==> config.mk <==
export PLATFORM = sky130hd
export DESIGN_NAME = sac_host_flat
export DESIGN_NICKNAME = d
export VERILOG_FILES = /design/src/rtl/sac_pkg.sv /design/src/rtl/sac_link_if.sv /design/src/rtl/sac_sync.sv /design/src/rtl/sac_host.sv /design/src/flat_wrapper.sv
export SDC_FILE = /design/constraint.sdc
export NUM_CORES = 1
export LEC_CHECK = 0
export ABC_AREA = 1
export ABC_CLOCK_PERIOD_IN_PS = 2000
export BUFFER_PORTS_ARGS = -buffer_cell sky130_fd_sc_hd__buf_2
export CAP_MARGIN = 40
export CORE_MARGIN = 3
export CORE_UTILIZATION = 55
export CTS_BUF_LIST = sky130_fd_sc_hd__clkbuf_4 sky130_fd_sc_hd__clkbuf_8
export CTS_CLUSTER_DIAMETER = 100
export CTS_CLUSTER_SIZE = 10
export DETAILED_ROUTE_END_ITERATION = 12
export GPL_TIMING_DRIVEN = 0
export PLACE_DENSITY = 0.87
export SLEW_MARGIN = 10
export SYNTH_ARGS = -nofsm -noshare
export SYNTH_HDL_FRONTEND = slang
export SYNTH_SLANG_ARGS = --single-unit
==> constraint.sdc <==
create_clock -name mclk_in -period 2 [get_ports mclk_in]
set_input_delay 0.4 -clock mclk_in [delete_from_list [all_inputs] [get_ports mclk_in]]
set_output_delay 0.4 -clock mclk_in [all_outputs]
set_load 0.02 [all_outputs]
==> src/rtl/sac_pkg.sv <==
// sac_pkg: constants and types shared by both ends of the step attenuator link.
// assumes a 125 MHz host clock; all timing counts except DEV_SETTLE_EDGES (link edges) are derived from it here.
package sac_pkg;

    // attenuation word width
    localparam int ATTEN_W = 6;

    // timing in ns, as specified
    localparam int CLK_PERIOD_NS      = 8;
    localparam int SCLK_MIN_PERIOD_NS = 100;
    localparam int LE_SPACING_NS      = 630;
    localparam int PUP_HOLD_NS        = 1000;

    // derived cycle counts, least times rounded up
    localparam int SCLK_HALF_CYC  = (SCLK_MIN_PERIOD_NS + 2 * CLK_PERIOD_NS - 1) / (2 * CLK_PERIOD_NS);
    localparam int LE_SPACING_CYC = (LE_SPACING_NS + CLK_PERIOD_NS - 1) / CLK_PERIOD_NS;
    localparam int PUP_HOLD_CYC   = (PUP_HOLD_NS + CLK_PERIOD_NS - 1) / CLK_PERIOD_NS;

    // link edges the device waits before reading the straps
    localparam logic [2:0] DEV_SETTLE_EDGES = 3'h4;

    // preset words: a zero bit adds its step
    localparam logic [ATTEN_W-1:0] PRESET_ATT_31P5 = 6'h00;
    localparam logic [ATTEN_W-1:0] PRESET_ATT_24   = 6'h0F;
    localparam logic [ATTEN_W-1:0] PRESET_ATT_16   = 6'h1F;
    localparam logic [ATTEN_W-1:0] PRESET_ATT_0    = 6'h3F;
    localparam logic [ATTEN_W-1:0] ATTEN_RESET     = 6'h3F;

    // host register map, byte offsets
    localparam logic [11:0] REG_CTRL   = 12'h000;
    localparam logic [11:0] REG_WORD   = 12'h004;
    localparam logic [11:0] REG_STATUS = 12'h008;

    // control fields
    localparam int CTRL_SERIAL_BIT  = 0;
    localparam int CTRL_LATCHED_BIT = 1;
    localparam int CTRL_PSEL_LO_BIT = 2;
    localparam int CTRL_PSEL_HI_BIT = 3;
    localparam logic [3:0] CTRL_RESET = 4'h0;

    // status fields
    localparam int STAT_BUSY_BIT  = 0;
    localparam int STAT_PUP_BIT   = 1;
    localparam int STAT_ECHO_LSB  = 8;

    // device power-up sequence
    typedef enum logic [1:0] {
        DEV_SETTLE = 2'b00,
        DEV_PRESET = 2'b01,
        DEV_NORMAL = 2'b10
    } sac_dev_state_type;

    // host transfer sequence
    typedef enum logic [1:0] {
        HST_IDLE  = 2'b00,
        HST_SHIFT = 2'b01,
        HST_LATCH = 2'b10
    } sac_hst_state_type;

endpackage : sac_pkg

==> src/rtl/sac_link_if.sv <==
// sac_link_if: control pins between host controller and step attenuator.
// assumes the host generates serial_clock; no pin is two-way.
`timescale 1ns/1ps
interface sac_link_if;
    logic                        serial_clock;
    logic                        serial_in;
    logic                        serial_out;
    logic                        latch_strobe;
    logic                        interface_select;
    logic                        preset_select_lo;
    logic                        preset_select_hi;
    logic [sac_pkg::ATTEN_W-1:0] attenuation_bits;

    modport device (
        input  serial_clock,
        input  serial_in,
        output serial_out,
        input  latch_strobe,
        input  interface_select,
        input  preset_select_lo,
        input  preset_select_hi,
        input  attenuation_bits
    );

    modport host (
        output serial_clock,
        output serial_in,
        input  serial_out,
        output latch_strobe,
        output interface_select,
        output preset_select_lo,
        output preset_select_hi,
        output attenuation_bits
    );
endinterface : sac_link_if

==> src/rtl/sac_sync.sv <==
// sac_sync: three-stage synchroniser for a group of slow levels.
// assumes each bit is a level held far longer than three clock periods.
`timescale 1ns/1ps
module sac_sync #(
    parameter int W = 1
) (
    // clock and reset
    input  wire logic         clk_in,
    input  wire logic         rstn_in,
    // levels
    input  wire logic [W-1:0] async_in,
    output logic      [W-1:0] sync_out
);

    logic [W-1:0] s1_reg;
    logic [W-1:0] s2_reg;
    logic [W-1:0] s3_reg;

    ////////////////////////////////////////////////////////////////////////
    // chain; s1 feeds only s2
    always_ff @(posedge clk_in or negedge rstn_in) begin
        if (!rstn_in) begin
            s1_reg <= '0;
            s2_reg <= '0;
            s3_reg <= '0;
        end else begin
            s1_reg <= async_in;
            s2_reg <= s1_reg;
            s3_reg <= s2_reg;
        end
    end

    // accept a bit only once stage two and three agree
    always_ff @(posedge clk_in or negedge rstn_in) begin
        if (!rstn_in) begin
            sync_out <= '0;
        end else begin
            for (int i = 0; i < W; i++) begin
                if (s2_reg[i] == s3_reg[i]) begin
                    sync_out[i] <= s3_reg[i];
                end
            end
        end
    end

endmodule : sac_sync

==> src/rtl/sac_host.sv <==
// sac_host: host controller that drives the attenuator pins.
// assumes an APB master on mclk_in; the link clock is made here by a divider.
`timescale 1ns/1ps
module sac_host (
    // clock and reset
    input  wire logic        mclk_in,
    input  wire logic        rstn_in,
    // apb slave
    input  wire logic        psel_in,
    input  wire logic        penable_in,
    input  wire logic        pwrite_in,
    input  wire logic [11:0] paddr_in,
    input  wire logic [31:0] pwdata_in,
    output logic      [31:0] prdata_out,
    output logic             pready_out,
    output logic             pslverr_out,
    // link to the device
    sac_link_if.host         link
);

    localparam int W = sac_pkg::ATTEN_W;

    // registers
    logic [3:0]   ctrl_reg;
    logic [W-1:0] word_reg;
    logic         go_reg;
    logic [31:0]  prdata_reg;
    logic         err_reg;
    logic         busy;
    logic         wr_word;

    // divider and timers
    logic [3:0]   div_cnt_reg;
    logic         sclk_reg;
    logic         fall_tick;
    logic [6:0]   pup_cnt_reg;
    logic         pup_done;
    logic [6:0]   gap_cnt_reg;
    logic         gap_load;

    // pins and sequence
    sac_pkg::sac_hst_state_type state_reg;
    logic         sel_reg;
    logic [1:0]   psel_reg;
    logic [W-1:0] bits_reg;
    logic         sin_reg;
    logic         le_reg;
    logic [W-1:0] word_sh_reg;
    logic [2:0]   bits_left_reg;
    logic         sout_s;
    logic [W-1:0] echo_reg;
    logic         mode_change;

    ////////////////////////////////////////////////////////////////////////
    // apb: decode at setup, answer in access with zero wait
    assign busy    = go_reg | (state_reg != sac_pkg::HST_IDLE);
    assign wr_word = psel_in & penable_in & pwrite_in & ~err_reg & (paddr_in == sac_pkg::REG_WORD);

    always_ff @(posedge mclk_in or negedge rstn_in) begin
        if (!rstn_in) begin
            prdata_reg <= 32'h0000_0000;
            err_reg    <= 1'b0;
        end else if (psel_in && !penable_in) begin
            err_reg    <= 1'b0;
            prdata_reg <= 32'h0000_0000;
            case (paddr_in)
                sac_pkg::REG_CTRL:   prdata_reg[3:0] <= ctrl_reg;
                sac_pkg::REG_WORD: begin
                    prdata_reg[W-1:0] <= word_reg;
                    err_reg           <= pwrite_in & busy; // refuse while sending
                end
                sac_pkg::REG_STATUS: begin
                    prdata_reg[sac_pkg::STAT_BUSY_BIT] <= busy;
                    prdata_reg[sac_pkg::STAT_PUP_BIT]  <= pup_done;
                    prdata_reg[sac_pkg::STAT_ECHO_LSB +: W] <= echo_reg;
                end
                default:             err_reg <= 1'b1;
            endcase
        end
    end

    assign pready_out  = psel_in & penable_in;
    assign pslverr_out = psel_in & penable_in & err_reg;
    assign prdata_out  = prdata_reg;

    // control and word registers
    always_ff @(posedge mclk_in or negedge rstn_in) begin
        if (!rstn_in) begin
            ctrl_reg <= sac_pkg::CTRL_RESET;
            word_reg <= sac_pkg::ATTEN_RESET;
        end else if (psel_in && penable_in && pwrite_in && !err_reg) begin
            if (paddr_in == sac_pkg::REG_CTRL) begin
                ctrl_reg <= pwdata_in[3:0];
            end
            if (paddr_in == sac_pkg::REG_WORD) begin
                word_reg <= pwdata_in[W-1:0];
            end
        end
    end

    ////////////////////////////////////////////////////////////////////////
    // free-running link clock; 7 + 7 cycles = 112 ns meets the minimum
    always_ff @(posedge mclk_in or negedge rstn_in) begin
        if (!rstn_in) begin
            div_cnt_reg <= 4'h0;
            sclk_reg    <= 1'b0;
        end else if (div_cnt_reg == 4'(sac_pkg::SCLK_HALF_CYC - 1)) begin
            div_cnt_reg <= 4'h0;
            sclk_reg    <= ~sclk_reg;
        end else begin
            div_cnt_reg <= div_cnt_reg + 4'h1;
        end
    end

    // pins change only at falling edges, half a period before sampling
    assign fall_tick = sclk_reg & (div_cnt_reg == 4'(sac_pkg::SCLK_HALF_CYC - 1));

    // hold every pin except serial_clock for the power-up time
    always_ff @(posedge mclk_in or negedge rstn_in) begin
        if (!rstn_in) begin
            pup_cnt_reg <= 7'h00;
        end else if (!pup_done) begin
            pup_cnt_reg <= pup_cnt_reg + 7'h01;
        end
    end

    assign pup_done = (pup_cnt_reg == 7'(sac_pkg::PUP_HOLD_CYC));

    // strobe spacing, also lets the device resync after a mode change
    always_ff @(posedge mclk_in or negedge rstn_in) begin
        if (!rstn_in) begin
            gap_cnt_reg <= 7'h00;
        end else if (gap_load) begin
            gap_cnt_reg <= 7'(sac_pkg::LE_SPACING_CYC);
        end else if (gap_cnt_reg != 7'h00) begin
            gap_cnt_reg <= gap_cnt_reg - 7'h01;
        end
    end

    ////////////////////////////////////////////////////////////////////////
    // transfer sequence
    assign mode_change = (sel_reg != ctrl_reg[sac_pkg::CTRL_SERIAL_BIT]) ||
                         (psel_reg != {ctrl_reg[sac_pkg::CTRL_PSEL_HI_BIT], ctrl_reg[sac_pkg::CTRL_PSEL_LO_BIT]});
    assign gap_load    = fall_tick & pup_done & (gap_cnt_reg == 7'h00) & (state_reg == sac_pkg::HST_IDLE) &
                         (mode_change | (go_reg & ~ctrl_reg[sac_pkg::CTRL_SERIAL_BIT]));

    always_ff @(posedge mclk_in or negedge rstn_in) begin
        if (!rstn_in) begin
            state_reg     <= sac_pkg::HST_IDLE;
            go_reg        <= 1'b0;
            sel_reg       <= 1'b0;
            psel_reg      <= 2'h0;
            bits_reg      <= sac_pkg::ATTEN_RESET;
            sin_reg       <= 1'b0;
            le_reg        <= 1'b0;
            word_sh_reg   <= sac_pkg::ATTEN_RESET;
            bits_left_reg <= 3'h0;
        end else begin
            if (wr_word) begin
                go_reg <= 1'b1;
            end
            if (fall_tick) begin
                case (state_reg)
                    sac_pkg::HST_IDLE: begin
                        if (!pup_done || gap_cnt_reg != 7'h00) begin
                            state_reg <= sac_pkg::HST_IDLE;
                        end else if (mode_change) begin
                            sel_reg  <= ctrl_reg[sac_pkg::CTRL_SERIAL_BIT];
                            psel_reg <= {ctrl_reg[sac_pkg::CTRL_PSEL_HI_BIT], ctrl_reg[sac_pkg::CTRL_PSEL_LO_BIT]};
                            le_reg   <= 1'b0;
                        end else if (go_reg) begin
                            go_reg <= 1'b0;
                            if (sel_reg) begin
                                // msb goes out first
                                sin_reg       <= word_reg[W-1];
                                word_sh_reg   <= {word_reg[W-2:0], 1'b0};
                                bits_left_reg <= 3'(W - 1);
                                state_reg     <= sac_pkg::HST_SHIFT;
                            end else begin
                                // bits go out first and the strobe six falls later,
                                // once the device's synchroniser holds the new bits
                                bits_reg      <= word_reg;
                                bits_left_reg <= 3'(W - 1);
                                state_reg     <= sac_pkg::HST_SHIFT;
                            end
                        end
                    end
                    sac_pkg::HST_SHIFT: begin
                        if (bits_left_reg == 3'h0) begin
                            le_reg    <= 1'b1;
                            state_reg <= sac_pkg::HST_LATCH;
                        end else begin
                            sin_reg       <= word_sh_reg[W-1];
                            word_sh_reg   <= {word_sh_reg[W-2:0], 1'b0};
                            bits_left_reg <= bits_left_reg - 3'h1;
                        end
                    end
                    sac_pkg::HST_LATCH: begin
                        // direct parallel keeps the strobe high, the other modes pulse it
                        le_reg    <= ~sel_reg & ~ctrl_reg[sac_pkg::CTRL_LATCHED_BIT];
                        state_reg <= sac_pkg::HST_IDLE;
                    end
                    default: begin
                        state_reg <= sac_pkg::HST_IDLE;
                    end
                endcase
            end
        end
    end

    ////////////////////////////////////////////////////////////////////////
    // chain echo: last six bits returned while shifting
    sac_sync #(
        .W        (1)
    ) u_echo_sync (
        .clk_in   (mclk_in),
        .rstn_in  (rstn_in),
        .async_in (link.serial_out),
        .sync_out (sout_s)
    );

    always_ff @(posedge mclk_in or negedge rstn_in) begin
        if (!rstn_in) begin
            echo_reg <= '0;
        end else if (fall_tick && state_reg == sac_pkg::HST_SHIFT && sel_reg) begin
            echo_reg <= {echo_reg[W-2:0], sout_s};
        end
    end

    // pins
    assign link.serial_clock     = sclk_reg;
    assign link.serial_in        = sin_reg;
    assign link.latch_strobe     = le_reg;
    assign link.interface_select = sel_reg;
    assign link.preset_select_lo = psel_reg[0];
    assign link.preset_select_hi = psel_reg[1];
    assign link.attenuation_bits = bits_reg;

endmodule : sac_host

==> src/flat_wrapper.sv <==
// flat-port wrapper written by rule: the top's interface ports become plain ports
module sac_host_flat 
  (mclk_in, rstn_in, psel_in, penable_in, pwrite_in, paddr_in, pwdata_in, prdata_out, pready_out, pslverr_out, link_serial_clock, link_serial_in, link_serial_out, link_latch_strobe, link_interface_select, link_preset_select_lo, link_preset_select_hi, link_attenuation_bits);
  sac_link_if link_i ();
  input  wire logic mclk_in;
  input  wire logic rstn_in;
  input  wire logic psel_in;
  input  wire logic penable_in;
  input  wire logic pwrite_in;
  input  wire logic [11:0] paddr_in;
  input  wire logic [31:0] pwdata_in;
  output logic      [31:0] prdata_out;
  output logic pready_out;
  output logic pslverr_out;
  output wire logic [$bits(link_i.serial_clock)-1:0] link_serial_clock;
  output wire logic [$bits(link_i.serial_in)-1:0] link_serial_in;
  input wire logic [$bits(link_i.serial_out)-1:0] link_serial_out;
  output wire logic [$bits(link_i.latch_strobe)-1:0] link_latch_strobe;
  output wire logic [$bits(link_i.interface_select)-1:0] link_interface_select;
  output wire logic [$bits(link_i.preset_select_lo)-1:0] link_preset_select_lo;
  output wire logic [$bits(link_i.preset_select_hi)-1:0] link_preset_select_hi;
  output wire logic [$bits(link_i.attenuation_bits)-1:0] link_attenuation_bits;
  assign link_serial_clock = link_i.serial_clock;
  assign link_serial_in = link_i.serial_in;
  assign link_i.serial_out = link_serial_out;
  assign link_latch_strobe = link_i.latch_strobe;
  assign link_interface_select = link_i.interface_select;
  assign link_preset_select_lo = link_i.preset_select_lo;
  assign link_preset_select_hi = link_i.preset_select_hi;
  assign link_attenuation_bits = link_i.attenuation_bits;
  sac_host u_core (.mclk_in(mclk_in), .rstn_in(rstn_in), .psel_in(psel_in), .penable_in(penable_in), .pwrite_in(pwrite_in), .paddr_in(paddr_in), .pwdata_in(pwdata_in), .prdata_out(prdata_out), .pready_out(pready_out), .pslverr_out(pslverr_out), .link(link_i));
endmodule
After elaboration in Yosys (flattened, before gate mapping)
Index checks and enable logic that the tools add are counted.

Bits in registers: 75. Output and inout port bits: 46. Word-level logic and storage cells: 135.

$add $sub $neg: 4. Equality and inequality tests: 18. Mux-type cells: 40. Bitwise operators: 22. Reductions and logical operators: 29.

Operators by type and width (number): $mux W6 (6); $mux W1 (14); $mux W7 (2); $and A1 B1 Y1 (13); $eq A12 B3 Y1 const B (1); $eq A12 B4 Y1 const B (1); $logic_not A12 Y1 (1); $mux W3 (4); $pmux W6 S2 (1); $reduce_and A6 Y1 (2); $mux W2 (5); $ne A2 B1 Y1 const B (4); $pmux W2 S2 (2); $reduce_and A4 Y1 (2); $add A7 B1 Y7 const B (1); $eq A7 B7 Y1 const B (1); $logic_not A7 Y1 (1); $not A1 Y1 (7); $reduce_and A7 Y1 (1); $reduce_bool A7 Y1 (1); $sub A7 B1 Y7 const B (1); $logic_and A1 B1 Y1 (6); $ne A2 B2 Y1 const B (3); $pmux W2 S3 (1); 24 further kinds (32).

Depth between registers and ports, before layout
Depth after elaboration: 10. Depth in mapped cells: 12. Depth with buffers taken out: 11.

By module
Synthesis repeated with hierarchy kept, for this count alone.

Cell total of the unflattened synthesis: 444. Area total of the unflattened synthesis: 3764.9 um2.

Modules (own cells, without submodules): sac_host (times used 1, cells an instance 436, area each 3648.5 um2, seq. area each 1799.2 um2); sac_sync (times used 1, cells an instance 8, area each 116.4 um2, seq. area each 100.1 um2).

Worst setup path before layout
No wires, ideal clock.

Path kind: register -> register. Start point: register u_core.state_reg[1]. End point: register u_core.bits_left_reg[0]. Setup time: 117 ps. Arrival: 1495 ps. Required time: 1883 ps. Slack: 388 ps. Cell stages (with the launch flop): 13. Path buffers: 1. Clock period less this slack: 1612 ps. Path through: dfrtp_1 -> inv_1 -> ha_1 -> buf_2 -> inv_2 -> nand2_1 -> o21ai_1 -> nor2_4 -> inv_2 -> nor2_2 -> nand2_1 -> nand2_1 -> nand2_1.

Cells in the longest elaborated chain, start to end: 3. Elaborated cells between the ends (all ways): 9.

Ends and longest elaborated chain: start, declared (RTL line sac_host.sv:42) `sac_pkg::sac_hst_state_type state_reg;`; start signal, assigned (RTL line sac_host.sv:149) `state_reg <= sac_pkg::HST_IDLE;`; start signal, assigned (RTL line sac_host.sv:166) `state_reg <= sac_pkg::HST_IDLE;`; start signal, assigned (RTL line sac_host.sv:178) `state_reg <= sac_pkg::HST_SHIFT;`; $eq A2 B1 Y1 or $logic_not A2 Y1 (tied branches) (RTL line sac_host.sv:163) `case (state_reg)`; $ne A2 B2 Y1 (no line), or another cell as far along; $reduce_and A6 Y1 (no line); end signal, assigned (RTL line sac_host.sv:177) `bits_left_reg <= 3'(W - 1);`; end signal, assigned (RTL line sac_host.sv:183) `bits_left_reg <= 3'(W - 1);`; end signal, assigned (RTL line sac_host.sv:195) `bits_left_reg <= bits_left_reg - 3'h1;`; end, declared (RTL line sac_host.sv:49) `logic [2:0] bits_left_reg;`.

Parallel ways exist; a longest one is shown, timed or not. A chain may end at the register's enable or synchronous reset.

Final worst setup path
Start point: register u_core.state_reg[1]. End point: register u_core.bits_left_reg[2].

Same word-level chain as after synthesis.

==> results_dict.tcl <==
set metrics [dict create \
    final.period_utilization 0.884 \
    start_util 0.587 \
    cp-end-kind "flip-flop" \
    portBuffers 49 \
    slew_headroom 0.621 \
    critPathMostFrequentCell "nand2_1" \
    skew_ps 12.2 \
    root_buffer "clkbuf_8" \
    vias 3217 \
    rows 29 \
    status "finished clean" \
    crit_type "reg -> reg" \
    dp_hpwl_microns 6110 \
    drt-total-wl_microns 8200 \
    first_pass_iters 5 \
    ir_drop_uv 504 \
    maxSlewViolCount 0 \
    clock_sinks 75 \
    finalWorstSetupSlack_ps 233 \
    grt_pass1_vias 3050 \
    die_w_microns 89.7 \
    dr.first_iter.drc_count 164 \
    worstPathRequired_ps 2240 \
    largest_register_ffs 12 \
    finalSetupViolCount 0 \
    power_per_cell_area_nw_per_um2 660 \
    routedWlPerCell_microns 12.9 \
    final_nets 597 \
    yosysSeqAreaShare 0.493 \
    antenna_found_initial 0 \
    crit_chain "inv_1 > ha_1 > buf_2 > inv_2 > nand2_1 > o21ai_1 > nor2_4 > inv_2 > nor2_2 > nand2_1 > nand2_1 > nand2_1" \
    cp-startpoint "u_core.state_reg[1]" \
    gp_congestion 0.845 \
    cp.arrival_ps 2000 \
    max_freq_mhz 566 \
    setup_tns_ps 0 \
    grt_remaining_overflow 0 \
    insertion_delay_ps 350 \
    htree_levels 3 \
    grt_usage 0.207 \
    slowest_delay_ps 400 \
    critPathSlowestCell "dfrtp_1" \
    avgViaCountPerCell 5.05 \
    ys_ff_latch 75 \
    hold_class "in -> reg" \
    hold_violations 0 \
    coreArea_sq_um 6570 \
    cts_tree "built" \
    leakagePower_nw 2.39 \
    yosys_warnings 0 \
    cts_buffers 9 \
    diodes 0 \
    syn_area_sq_um 3850 \
    place_ws_ps 133 \
    path_buf_inv 4 \
    synth_fa_ha_area_frac 0.0286 \
    syn_inst 457 \
    ys_types 39 \
    rsz0062_at_grt "false" \
    drc 0 \
    start_kind "flip-flop" \
    area_growth_pct 18.2 \
    synth-compound-area-share 0.0831 \
    die_area_sq_um 8050 \
    grt_pass1_wl_microns 13900 \
    cap_violations 0 \
    yosys.area_share.simple 0.277 \
    syn_area_per_cell_sq_um 8.44 \
    rrSetupSlack_ps 230 \
    crit_family "simple AND/OR/NAND/NOR gates" \
    clk_pin_slew_ps 80 \
    cts_repair_resize_count 0 \
    chipHeight_microns 89.7 \
    ant_nets 0 \
    ctsLongestPathBuffers 2 \
    period_minus_slack_ps 1770 \
    min_from "link_serial_out" \
    synth_mux_area_frac 0 \
    synth_top_family_by_area "simple AND/OR/NAND/NOR gates" \
    worstMarginPinSlew_ps 567 \
    critPathMaxFanout 9 \
    drive_above_1_share 0.257 \
    r2r_start "u_core.state_reg[1]" \
    synthXorXnorAreaFrac 0.0159 \
    grt_max_degree 60 \
    boundaryPins 96 \
]
## placed cells by master, fill, tap and decap left out, types with 8 or more instances in the layout
| master | count |
|---|---|
| o21ai_1 | 10 |
| buf_2 | 51 |
| conb_1 | 20 |
| buf_4 | 22 |
| nand3_1 | 45 |
| clkbuf_8 | 9 |
| inv_1 | 51 |
| dfstp_2 | 18 |
| dfrtp_1 | 57 |
| nand2_1 | 122 |
| ha_1 | 8 |
| nor2_1 | 30 |
| o21ai_0 | 22 |
## timing repair
item / CTS / global route
setup buffers: 0 / 1
hold buffers: 1 / 0
setup endpoints to repair: 0 / 3
endpoints found under the hold margin: 10 / 0
## worst register-to-register path, stage by stage (launching register included)
cell and delay (ps):
dfrtp_1 400, inv_1 90, ha_1 140, buf_2 200, inv_2 80, nand2_1 60
o21ai_1 90, nor2_4 120, inv_2 40, nor2_2 170, nand2_1 120, nand2_1 100
nand2_1 50
## path summary, 6_finish.rpt
kind / cells after the start / endpoint
worst min-delay path: 1 / u_core.u_echo_sync.s1_reg
worst min register to register: 0 / u_core.u_echo_sync.s2_reg
max in group asynchronous: 3 / u_core.link.attenuation_bits[1]
worst max register to register: 12 / u_core.bits_left_reg[2]
worst max-delay path: 12 / u_core.bits_left_reg[2]
min in group asynchronous: 2 / u_core.div_cnt_reg[3]
## cell type report
type,instances,area (sq um)
repair buffers,52,293
multi-input cells,319,1630
flip-flops and latches,75,1900
clock buffers,9,124
well taps,93,116
clock inverters,7,98.8
plain buffers,26,184
fillers,509,2010
inverters,56,210
## logic make-up (layout without fill, tap and decap cells)
logic type               after synthesis  in the layout
XOR/XNOR                               7              7
other                                  1             20
AO/OA/AOI/OAI                         55             55
adder cells (fa/ha/maj)                9              9
buffers and inverters                 82            150
flip-flops                            75             75
AND/OR/NAND/NOR                      228            228
## routing by layer
metal | track usage | up-vias | share of wire
li1 | - | 1580 | -
met1 | 0.261 | 1516 | 0.42
met2 | 0.353 | 102 | 0.50
met3 | 0.0543 | 19 | 0.058
met4 | 0.0639 | 0 | 0.015
met5 | 0 | - | 0
## stage by stage
stage,total power [W],cells,hold slack [ps],util,area [sq um]
detailed placement,0.00174,619,281,0.657,4320
CTS,0.00303,636,151,0.693,4550
global placement,0.00173,618,332,0.653,4290
floorplan,0.00166,476,104,-,3930
global route,0.00311,637,147,0.694,4560
finish,0.00301,637,161,0.694,4560
## cell usage after synthesis
cell      instances  area (sq um)
xor2_1            4          35.0
o21ai_1          10          50.1
and3_1            1          6.26
ha_1              8           100
nand2_2           5          31.3
nand3_1          45           225
buf_2             3          15.0
or2_2             1          6.26
o211ai_1          1          7.51
nor2_1           30           113
dfstp_2          18           473
and2_1            1          6.26
buf_6             1          11.3
xnor2_1           3          26.3
a21oi_1           7          35.0
nand4_1           1          6.26
nor2_4            3          33.8
nor2_2            5          31.3
a31oi_1           2          12.5
dfrtp_1          57          1430
clkbuf_1          2          7.51
nand3_2           2          20.0
nand2_1         122           458
nor3_1            4          20.0
inv_1            51           191
nor3_2            1          10.0
inv_2             4          15.0
nand3b_1          2          15.0
buf_4            20           150
o31ai_1           7          52.6
nand3b_4          1          20.0
o21ai_2           6          52.6
maj3_1            1          10.0
nand2_4           1          11.3
conb_1            1          3.75
o21ai_0          22           110
nor2_8            2          40.0
nand4_2           1          12.5
clkinv_1          1          3.75
## power breakdown
| group | switching [W] | internal (W) | total (W) |
|---|---|---|---|
| combinational | 0.000115 | 0.0000655 | 0.000181 |
| sequential | 0.00000730 | 0.00153 | 0.00154 |
| clock | 0.000579 | 0.000711 | 0.00129 |
| total | 0.000702 | 0.00231 | 0.00301 |
(Power assumes the default switching activity.)
